===== src/hdl/nvs_pkg.sv =====
// Constants, types and timing counts for the host-side controller of a
// battery-free nonvolatile SRAM. Assumes a 100 MHz mclk.
package nvs_pkg;
    // ------------------------------------------------------------------
    // Widths
    // ------------------------------------------------------------------
    localparam int ADDR_W = 17;               // Address pins
    localparam int DATA_W = 8;                // Data pins
    localparam int CMD_LEN = 6;               // Reads per software command

    // ------------------------------------------------------------------
    // Software command addresses (low 16 bits compared by the device)
    // ------------------------------------------------------------------
    localparam logic [ADDR_W-1:0] SEQ_A0 = 17'h04e38;
    localparam logic [ADDR_W-1:0] SEQ_A1 = 17'h0b1c7;
    localparam logic [ADDR_W-1:0] SEQ_A2 = 17'h083e0;
    localparam logic [ADDR_W-1:0] SEQ_A3 = 17'h07c1f;
    localparam logic [ADDR_W-1:0] SEQ_A4 = 17'h0703f;
    localparam logic [ADDR_W-1:0] CMD_SAVE    = 17'h08fc0;
    localparam logic [ADDR_W-1:0] CMD_RESTORE = 17'h04c63;
    localparam logic [ADDR_W-1:0] CMD_AS_OFF  = 17'h08b45;
    localparam logic [ADDR_W-1:0] CMD_AS_ON   = 17'h04b46;

    // ------------------------------------------------------------------
    // Timing
    // ------------------------------------------------------------------
    localparam int CLK_NS        = 10;        // mclk period
    localparam int CYC_NS        = 45;        // Slowest speed grade cycle
    localparam int CYC_CLK       = (CYC_NS + CLK_NS - 1) / CLK_NS;
    localparam int HSB_PULSE_NS  = 15;        // Least hardware save pulse
    localparam int HSB_PULSE_CLK = (HSB_PULSE_NS + CLK_NS - 1) / CLK_NS;
    localparam int GRACE_US      = 70;        // Longest grace before save
    localparam int SAVE_MS       = 15;        // Longest save, industrial
    localparam int RESTORE_US    = 50;        // Longest software restore
    localparam int SS_US         = 70;        // Soft sequence processing
    localparam int WAIT_SAVE_CLK = SAVE_MS * 1000000 / CLK_NS;
    localparam int WAIT_RCL_CLK  = (RESTORE_US + SS_US) * 1000 / CLK_NS;
    localparam int WAIT_SS_CLK   = SS_US * 1000 / CLK_NS;
    localparam int GRACE_CLK     = GRACE_US * 1000 / CLK_NS;
    localparam int CNT_W         = 24;

    // ------------------------------------------------------------------
    // Types
    // ------------------------------------------------------------------
    typedef enum logic [3:0] {
        NONE    = 4'h0,
        SAVE    = 4'h1,
        RESTORE = 4'h2,
        AS_OFF  = 4'h3,
        AS_ON   = 4'h4,
        HW_SAVE = 4'h5
    } nvs_op_e;

    typedef struct packed {
        logic              valid;             // Request strobe
        logic              write;             // 1 write, 0 read
        logic [ADDR_W-1:0] addr;
        logic [DATA_W-1:0] wdata;
    } nvs_req_s;

    typedef struct packed {
        logic              ce_n;
        logic              we_n;
        logic              oe_n;
        logic [ADDR_W-1:0] addr;
    } nvs_bus_s;

    typedef enum logic [7:0] {
        ST_IDLE  = 8'h01,
        ST_SETUP = 8'h02,
        ST_STRB  = 8'h04,
        ST_HOLD  = 8'h08,
        ST_HSB   = 8'h10,
        ST_GRACE = 8'h20,
        ST_WAIT  = 8'h40,
        ST_DONE  = 8'h80
    } nvs_state_e;
endpackage


===== src/hdl/nvs_host.sv =====
// Host controller driving a nonvolatile SRAM over its asynchronous pins.
// Assumes the device pins are wired directly; store_busy_line is open drain
// with an external pull-up resolved by the surroundings.
// What this block does
// - Write: CE, WE low, address held stable.
// - Host keeps OE high during writes.
// - Hardware save request pulse at least 15 ns.
// - Commands are six reads, WE high.
// - Five fixed addresses open every command.
// - Command sequences use reads only, OE active.
// - Auto save setting kept by manual save; this block issues none after mode commands.
module nvs_host #(
    parameter int SAVE_WAIT  = nvs_pkg::WAIT_SAVE_CLK,  // Save lockout cycles
    parameter int GRACE_WAIT = nvs_pkg::GRACE_CLK,      // Hardware grace cycles
    parameter int RCL_WAIT   = nvs_pkg::WAIT_RCL_CLK,   // Restore lockout cycles
    parameter int SS_WAIT    = nvs_pkg::WAIT_SS_CLK     // Mode command cycles
) (
    input  wire logic                    mclk,
    input  wire logic                    rst,
    input  wire logic                    clk_en,
    input  wire nvs_pkg::nvs_req_s       req,
    output logic                         req_ready,
    input  wire nvs_pkg::nvs_op_e        op,
    output logic                         op_ready,
    output logic [nvs_pkg::DATA_W-1:0]   rdata,
    output logic                         rvalid,
    output logic                         busy,
    output nvs_pkg::nvs_bus_s            bus,
    input  wire logic [nvs_pkg::DATA_W-1:0] dq_in,
    output logic [nvs_pkg::DATA_W-1:0]   dq_out,
    output logic                         dq_oe,
    input  wire logic                    store_busy_line_in,
    output logic                         store_busy_line_out,
    output logic                         store_busy_line_oe
);
    import nvs_pkg::*;

    // ------------------------------------------------------------------
    // State
    // ------------------------------------------------------------------
    nvs_state_e         state_ff, nxt_state;        // Bus sequencer
    nvs_bus_s           bus_ff, nxt_bus;            // Pin drive
    logic [DATA_W-1:0]  wdata_ff, nxt_wdata;        // Write data on pins
    logic               dq_oe_ff, nxt_dq_oe;        // Data drive enable
    logic [DATA_W-1:0]  rdata_ff, nxt_rdata;        // Captured read data
    logic               rvalid_ff, nxt_rvalid;      // Read answer pulse
    logic               write_ff, nxt_write;        // Current cycle kind
    logic [2:0]         step_ff, nxt_step;          // Command read index
    nvs_op_e            op_ff, nxt_op;              // Command in flight
    logic [CNT_W-1:0]   cnt_ff, nxt_cnt;            // Phase timer
    logic               hsb_drv_ff, nxt_hsb_drv;    // Pulling busy line
    logic [1:0]         hsb_sync_ff;                // Busy line synchroniser

    // Sixth address per command
    function automatic logic [ADDR_W-1:0] last_addr(input nvs_op_e o);
        unique case (o)
            SAVE:    last_addr = CMD_SAVE;
            RESTORE: last_addr = CMD_RESTORE;
            AS_OFF:  last_addr = CMD_AS_OFF;
            default: last_addr = CMD_AS_ON;
        endcase
    endfunction

    function automatic logic [ADDR_W-1:0] seq_addr(input logic [2:0] s, input nvs_op_e o);
        unique case (s)
            3'h0:    seq_addr = SEQ_A0;
            3'h1:    seq_addr = SEQ_A1;
            3'h2:    seq_addr = SEQ_A2;
            3'h3:    seq_addr = SEQ_A3;
            3'h4:    seq_addr = SEQ_A4;
            default: seq_addr = last_addr(o);
        endcase
    endfunction

    // ------------------------------------------------------------------
    // Handshakes
    // ------------------------------------------------------------------
    // Device sees busy line low during its own saves; hold off then too
    assign busy      = (state_ff != ST_IDLE) || !hsb_sync_ff[1];
    assign req_ready = (state_ff == ST_IDLE) && hsb_sync_ff[1];
    assign op_ready  = req_ready;
    assign rdata     = rdata_ff;
    assign rvalid    = rvalid_ff;
    assign bus       = bus_ff;
    assign dq_out    = wdata_ff;
    assign dq_oe     = dq_oe_ff;
    // pull low only, never drive high
    assign store_busy_line_out = 1'b0;
    assign store_busy_line_oe  = hsb_drv_ff;

    // ------------------------------------------------------------------
    // Next-state logic
    // ------------------------------------------------------------------
    always_comb begin
        nxt_state   = state_ff;
        nxt_bus     = bus_ff;
        nxt_wdata   = wdata_ff;
        nxt_dq_oe   = dq_oe_ff;
        nxt_rdata   = rdata_ff;
        nxt_rvalid  = 1'b0;
        nxt_write   = write_ff;
        nxt_step    = step_ff;
        nxt_op      = op_ff;
        nxt_cnt     = cnt_ff;
        nxt_hsb_drv = hsb_drv_ff;
        unique case (state_ff)
            ST_IDLE: begin
                // Commands win over plain accesses when both arrive
                if (hsb_sync_ff[1] && op != NONE) begin
                    // mode commands persist only after a later save
                    nxt_op = op;
                    if (op == HW_SAVE) begin
                        nxt_hsb_drv = 1'b1;
                        nxt_cnt     = CNT_W'(HSB_PULSE_CLK);
                        nxt_state   = ST_HSB;
                    end else begin
                        nxt_write   = 1'b0;
                        nxt_step    = 3'h0;
                        nxt_bus.addr = seq_addr(3'h0, op);
                        nxt_cnt     = CNT_W'(1);
                        nxt_state   = ST_SETUP;
                    end
                end else if (hsb_sync_ff[1] && req.valid) begin
                    nxt_op       = NONE;
                    nxt_write    = req.write;
                    nxt_bus.addr = req.addr;
                    nxt_wdata    = req.wdata;
                    nxt_cnt      = CNT_W'(1);
                    nxt_state    = ST_SETUP;
                end
            end
            ST_SETUP: begin
                // Address settles a cycle before strobes fall
                nxt_bus.ce_n = 1'b0;
                // command steps use reads, OE active
                if (write_ff) begin
                    nxt_bus.we_n = 1'b0;
                    nxt_dq_oe    = 1'b1;
                end else begin
                    nxt_bus.oe_n = 1'b0;
                end
                nxt_cnt   = CNT_W'(CYC_CLK);
                nxt_state = ST_STRB;
            end
            ST_STRB: begin
                if (cnt_ff > CNT_W'(1)) begin
                    nxt_cnt = cnt_ff - CNT_W'(1);
                end else begin
                    if (!write_ff) begin
                        nxt_rdata = dq_in;
                    end
                    nxt_bus.ce_n = 1'b1;
                    nxt_bus.we_n = 1'b1;
                    nxt_bus.oe_n = 1'b1;
                    nxt_state    = ST_HOLD;
                end
            end
            ST_HOLD: begin
                // Address and data held one cycle past the strobe edge
                nxt_dq_oe = 1'b0;
                if (op_ff == NONE) begin
                    nxt_rvalid = !write_ff;
                    nxt_state  = ST_IDLE;
                end else if (step_ff != 3'(CMD_LEN - 1)) begin
                    // full address driven, device checks low bits
                    nxt_step     = step_ff + 3'h1;
                    nxt_bus.addr = seq_addr(step_ff + 3'h1, op_ff);
                    nxt_state    = ST_SETUP;
                end else begin
                    unique case (op_ff)
                        SAVE:    nxt_cnt = CNT_W'(SAVE_WAIT);
                        RESTORE: nxt_cnt = CNT_W'(RCL_WAIT);
                        default: nxt_cnt = CNT_W'(SS_WAIT);
                    endcase
                    nxt_state = ST_WAIT;
                end
            end
            ST_HSB: begin
                if (cnt_ff > CNT_W'(1)) begin
                    nxt_cnt = cnt_ff - CNT_W'(1);
                end else begin
                    // let grace delay pass before waiting
                    nxt_hsb_drv = 1'b0;
                    nxt_cnt     = CNT_W'(GRACE_WAIT);
                    nxt_state   = ST_GRACE;
                end
            end
            ST_GRACE: begin
                if (cnt_ff > CNT_W'(1)) begin
                    nxt_cnt = cnt_ff - CNT_W'(1);
                end else begin
                    nxt_cnt   = CNT_W'(SAVE_WAIT);
                    nxt_state = ST_WAIT;
                end
            end
            ST_WAIT: begin
                // busy line high ends a hardware save early
                // no access while device lies busy
                if (cnt_ff > CNT_W'(1) && !(op_ff == HW_SAVE && hsb_sync_ff[1])) begin
                    nxt_cnt = cnt_ff - CNT_W'(1);
                end else begin
                    nxt_state = ST_DONE;
                end
            end
            ST_DONE: begin
                // strobes already high, next write starts on an edge
                nxt_op    = NONE;
                nxt_state = ST_IDLE;
            end
        endcase
    end

    // ------------------------------------------------------------------
    // Registers
    // ------------------------------------------------------------------
    always_ff @(posedge mclk or posedge rst) begin
        if (rst) begin
            state_ff    <= ST_IDLE;
            bus_ff      <= '{ce_n: 1'b1, we_n: 1'b1, oe_n: 1'b1, addr: '0};
            wdata_ff    <= '0;
            dq_oe_ff    <= 1'b0;
            rdata_ff    <= '0;
            rvalid_ff   <= 1'b0;
            write_ff    <= 1'b0;
            step_ff     <= 3'h0;
            op_ff       <= NONE;
            cnt_ff      <= '0;
            hsb_drv_ff  <= 1'b0;
            hsb_sync_ff <= 2'h3;
        end else if (clk_en) begin
            state_ff    <= nxt_state;
            bus_ff      <= nxt_bus;
            wdata_ff    <= nxt_wdata;
            dq_oe_ff    <= nxt_dq_oe;
            rdata_ff    <= nxt_rdata;
            rvalid_ff   <= nxt_rvalid;
            write_ff    <= nxt_write;
            step_ff     <= nxt_step;
            op_ff       <= nxt_op;
            cnt_ff      <= nxt_cnt;
            hsb_drv_ff  <= nxt_hsb_drv;
            hsb_sync_ff <= {hsb_sync_ff[0], store_busy_line_in};
        end
    end
endmodule


===== config.mk =====
export PLATFORM = sky130hd
export DESIGN_NAME = nvs_host
export DESIGN_NICKNAME = d
export VERILOG_FILES = /design/src/hdl/nvs_pkg.sv /design/src/hdl/nvs_host.sv
export SDC_FILE = /design/constraint.sdc
export NUM_CORES = 1
export LEC_CHECK = 0
export BUFFER_PORTS_ARGS = -buffer_cell sky130_fd_sc_hd__buf_4
export CAP_MARGIN = 0
export CORE_UTILIZATION = 55
export CTS_CLUSTER_SIZE = 16
export DETAILED_ROUTE_END_ITERATION = 6
export PLACE_DENSITY = 0.79
export REMOVE_ABC_BUFFERS = 1
export SYNTH_ARGS = -nofsm -noshare
export SYNTH_HDL_FRONTEND = slang
export SYNTH_SLANG_ARGS = --single-unit

===== constraint.sdc =====
create_clock -name mclk -period 8 [get_ports mclk]
set_input_delay 0.4 -clock mclk [delete_from_list [all_inputs] [get_ports mclk]]
set_output_delay 0.4 -clock mclk [all_outputs]
set_load 0.01 [all_outputs]

[Yosys cells after proc, flatten, opt, wreduce, memory -nomap -nowiden]
Cells that the tools add are included.
Word-level totals
  flip-flop bits (word level): 81
  latch bits: 0
  RAM bits: 0
  bits in read-only memories: 0
  output and inout port bits: 43
  logic and storage cells: 141
  memories: 0
Operators by class
  add/sub/neg operators: 2
  $mul: 0
  divide/modulo/power cells: 0
  magnitude comparators: 1
  eq/ne operators: 36
  shifts and indexed selects: 0
  muxes and demuxes: 52
  bitwise gates (word level): 3
  reductions and logical operators: 32
Operators by type and width (number)
  24-bit 2-to-1 mux: 8
  24-bit case mux with 7 select lines: 1
  17-bit 2-to-1 mux: 5
  16-bit case mux with 5 select lines: 1
  8-bit case mux with 8 select lines: 1
  8-bit 2-to-1 mux: 6
  16-bit case mux with 3 select lines: 1
  21-bit case mux with 2 select lines: 1
  17-bit case mux with 2 select lines: 1
  2-bit != test, second input constant: 13
  24-bit by 1-bit greater-than comparator with 1-bit output, second input constant: 1
  24-bit by 1-bit subtractor with 24-bit output, second input constant: 1
  4-bit AND reduction: 5
  6-bit AND reduction: 3
  3-bit 2-to-1 mux: 5
  7-bit 2-to-1 mux: 2
  3-bit case mux with 2 select lines: 2
  2-bit nonzero test: 6
  1-bit 2-to-1 mux: 11
  3-bit AND reduction: 3
  4-bit by 2-bit == test with 1-bit output, second input constant: 2
  4-bit by 3-bit == test with 1-bit output, second input constant: 2
  8-bit by 1-bit == test with 1-bit output, second input constant: 1
  8-bit by 2-bit == test with 1-bit output, second input constant: 1
  other kinds (30): 43

[Longest topological paths before layout]
  depth after elaboration: 6
  depth in mapped cells: 9
  depth with buffers taken out: 8

[Least setup slack after synthesis]
OpenSTA, ideal clock, no wires.
  path type: register -> register
  start: reg cnt_ff[18]
  end: reg rdata_ff[0] (netlist: rdata[0])
  library setup time: 125 ps
  arrival time: 2525 ps
  path slack: 5350 ps
  stages on the path, launching flop included: 8
  buffers on the path: 1
  clock period less this slack: 2650 ps
  path through: dfrtp_1 > or3_1 > or4_4 > nor3_4 > buf_2 > nand2_1 > nor3_4 > mux2_2
On the way
  word-level cells in the longest chain between the ends: 3
RTL lines
  start: declaration: line nvs_host.sv:50  | logic [CNT_W-1:0] cnt_ff, nxt_cnt;
  start signal: assignment: line nvs_host.sv:240  | cnt_ff <= nxt_cnt;
  24-bit by 1-bit greater-than comparator with 1-bit output: line nvs_host.sv:146  | if (cnt_ff > CNT_W'(1)) begin
  1-bit NOT (no source line)
  4-bit AND reduction (no source line)
  end signal: assignment: line nvs_host.sv:235  | rdata_ff <= nxt_rdata;
  end: declaration: line nvs_host.sv:45  | logic [DATA_W-1:0] rdata_ff, nxt_rdata;
No other way between the ends.
A chain may end at the register's enable or synchronous reset.

[Worst setup path in the final report]
  start: reg state_ff[4]
  end: reg cnt_ff[22]
On the way
  word-level cells in the longest chain between the ends: 3
  elaborated cells between the ends (all ways): 15
  classes of those cells: 12 x eq/ne; 1 x mux; 2 x reduce/logical
RTL lines
  start: declaration: line nvs_host.sv:41  | nvs_state_e state_ff, nxt_state;
  start signal: assignment: line nvs_host.sv:231  | state_ff <= nxt_state;
  8-bit by 1-bit == test with 1-bit output, or another cell as far along: line nvs_host.sv:106  | unique case (state_ff)
  7-bit nonzero test (no source line), or another cell as far along
  7-bit AND reduction (no source line)
Several ways; a longest one is shown, not always the timed one.

==> metrics.md <==
| Metric | Value |
|---|---|
| Unique masters post-synth | 70 |
| Final hold violation count | 0 |
| Nets@finish | 595 |
| First-pass GRT wire length | 19.2 mm |
| Top-Level Pins | 86 |
| Die X | 92.9 um |
| Synth Area per Inst | 9.74 um^2 |
| Core Region | 7850 um^2 |
| Worst Tran Pin Value | 1.17 ns |
| Crit path cell chain | nor4_4, nor4b_4, nor4_2, a221oi_2, o21ai_0, mux2_2 |
| Setup WS pre-CTS | 4.65 ns |
| # DRC | 0 |
| Largest area contributor in the synthesized netlist | dfrtp_1 |
| Final Cycle Share | 42.9% |
| Worst setup EP type | flop |
| Num CTS Buffers | 9 |
| Critical path's largest stage delay | 0.95 ns |
| Congestion Overflow GR | 0 |
| Max Cap Violations | 0 |
| WP data required | 8.26 ns |
| Vias/cell | 6.25 |
| Static leakage | 0.00253 uW |
| Filler cells | 614 |
| Number of global-route vias before repair | 3907 |
| Synth-to-Final Area Change | 20.2% |
| Cell count after synthesis | 466 |
| Mapped Area | 4540 um^2 |
| Number of flops mapped to enable cells by yosys | 0 |
| Main synth FF type | dfrtp_1 |
| Clk sink count | 81 |
| Hold_buf cts | 0 |
| Slowest CP cell | a221oi_2 |
| Crit path DAT | 3.69 ns |
| Most frequent cells in the layout | buf_4, dfrtp_1, nand2_1, o21ai_0, nor2_1 |
| Run status | finished clean |
| Placed insts | 635 |
| R2R depth | 6 |
| R2R setup slack | 4.57 ns |
| Die Ht | 92.9 um |
| Clk_lat worst skew | 0.37 ns |
| Launching point of the worst reg2reg path | state_ff[4] |
| Post-synth top area share | 41.3% |
| Yosys reg bits | 81 |
| H-tree Lvls | 3 |
| Sequential element share of the synthesized area | 44.8% |
| Fin cells | 651 |
| Top post-synthesis cells by area | dfrtp_1, o21ai_0, mux2_2 |
| Initial drt markers | 272 |
| Fmax | 291 MHz |
| Setup crit end | cnt_ff[22] |
| Share of cells above drive strength 1 | 26.2% |
| Die area | 8620 um^2 |
| Async SR Flop Fraction | 100% |
| WL final | 11.4 mm |
| Commonest non-fill, non-tap cell in the layout | buf_4 |
| Hpwl dp | 7.97 mm |
| Tot GR Track Use | 28.4% |
| Slew Limit Headroom | 21.8% |
| Skew final | 0.00984 ns |
| Setup CP Type | flop to flop |
| Starting Density | 57.8% |
| Reg-to-Reg End | cnt_ff[22] |
| Final setup margin | 4.57 ns |
| Setup TNS | 0 ns |
| Syn. warnings | 0 |
| Maximum fanout along the worst path | 17 |
| Hold Path Class | input port to flop |
| N_diodes | 0 |
| RSZ-0062 raised after global routing | false |
| Final core occ | 69.5% |
| Min Tclk post-route | 3.43 ns |
| PD cells | 364 nW/um^2 |
| Initial antenna violation count | 0 |
| Post-CTS Resized | 0 |
| CTS Buffer Depth | 2 |
| Drt first pass iters | 5 |
| Drt wl/cell | 17.5 um |
| Pin count of the biggest net entering global routing | 82 |
| Routability congestion estimate | 0.840 |
| Setup Buffers After CTS | 0 |
| Row count | 32 |
| Final Slew Violations | 0 |
| TritonCTS clock tree | built |
| VDD IR max | 232 uV |
| Hold Crit Depth | 2 |
| Vias | 4071 |
| Port Buffers | 84 |
| Routed Antenna Nets | 0 |
| Launch point of the worst path | state_ff[4] |
| Startpoint Class | flop |
| Clk slew on worst S/H paths | 0.09 ns |
| # setup viols final | 0 |
| Root Buffer | clkbuf_8 |
==> critical path, delay by kind of cell (launching register included) <==
kind               cells  cell delay [ns]
muxes                  1             0.32
DFF                    1             0.48
AOI/OAI and AO/OA      2             1.17
and+or+nand+nor        3             1.34
==> metal layers <==
metal  wire [um]  up-vias  GRT usage, %
li1            -     1909             -
met1        4940     1969          38.0
met2        5510      171          45.3
met3         768       22          7.55
met4         185        0          8.08
met5           0        -             0
==> Yosys cell counts, types with 3 or more instances <==
| library cell | number |
|---|---|
| nand4b_1 | 4 |
| clkbuf_1 | 11 |
| nand2_1 | 50 |
| or3_1 | 4 |
| a211oi_1 | 7 |
| xnor2_1 | 5 |
| nand2b_1 | 5 |
| a22o_1 | 21 |
| nor2_1 | 37 |
| buf_4 | 3 |
| and2_1 | 4 |
| dfrtp_1 | 75 |
| o22ai_1 | 6 |
| dfstp_2 | 6 |
| a21oi_1 | 19 |
| buf_2 | 6 |
| o21ai_0 | 46 |
| mux2_2 | 19 |
| o31ai_1 | 12 |
| and4b_1 | 3 |
| ha_1 | 8 |
| a2bb2oi_1 | 4 |
| inv_1 | 15 |
| a221oi_1 | 3 |
| a21o_1 | 5 |
| nand3_1 | 4 |
| nor4_1 | 12 |
| or4_1 | 3 |
| nor3_1 | 15 |
==> power breakdown <==
group          total, uW  leakage, uW  switching [uW]  internal (uW)
Clock                344     0.000115             165            179
Combinational        971      0.00135             575            396
Sequential           672      0.00106             130            542
Total               1990      0.00253             870           1120
==> stage by stage <==
stage | instance area [um^2] | power [uW] | hold slack (ns)
2_1_floorplan | 4450 | 1310 | 0.455
3_3_place_gp | 5230 | 1600 | 0.461
3_5_place_dp | 5230 | 1630 | 0.468
4_1_cts | 5460 | 1980 | 0.244
5_1_grt | 5460 | 2130 | 0.233
6_report | 5460 | 1990 | 0.254
==> worst min path at each step <==
stage               slack (ns)              to      startpoint
global placement          0.46          bus[9]          bus[9]
floorplan                 0.46  hsb_sync_ff[1]  hsb_sync_ff[0]
finish                    0.25        rdata[7]        dq_in[7]
detailed placement        0.47          bus[9]          bus[9]
CTS                       0.24       dq_out[4]          req[4]
global route              0.23       dq_out[3]          req[3]
==> layout make-up <==
| type | instances | area (um^2) | area share, % |
|---|---|---|---|
| inverter | 15 | 57.6 | 1.06 |
| multi-input combinational | 350 | 2360 | 43.2 |
| sequential | 81 | 2030 | 37.3 |
| clock inverter | 7 | 100 | 1.83 |
| timing repair buffer | 87 | 653 | 12.0 |
| tap | 102 | 128 | 2.34 |
| clock buffer | 9 | 124 | 2.27 |
==> sequential cells by signal, indices dropped and copies added, names as in the netlist <==
register            count
store_busy_line_oe      1
step_ff                 3
write_ff                1
cnt_ff                 24
rdata                   8
hsb_sync_ff             2
dq_out                  8
bus                    20
rvalid                  1
state_ff                8
dq_oe                   1
op_ff                   4
==> cells by family after synthesis <==
group / share of synthesized area (%)
buffers and inverters: 3.31
multiplexers: 4.93
AO/OA/AOI/OAI: 23.4
other: 0.0826
flip-flops: 44.8
adder cells (fa/ha/maj): 2.21
XOR/XNOR: 1.16
AND/OR/NAND/NOR: 20.1
(Power assumes the default switching activity.)
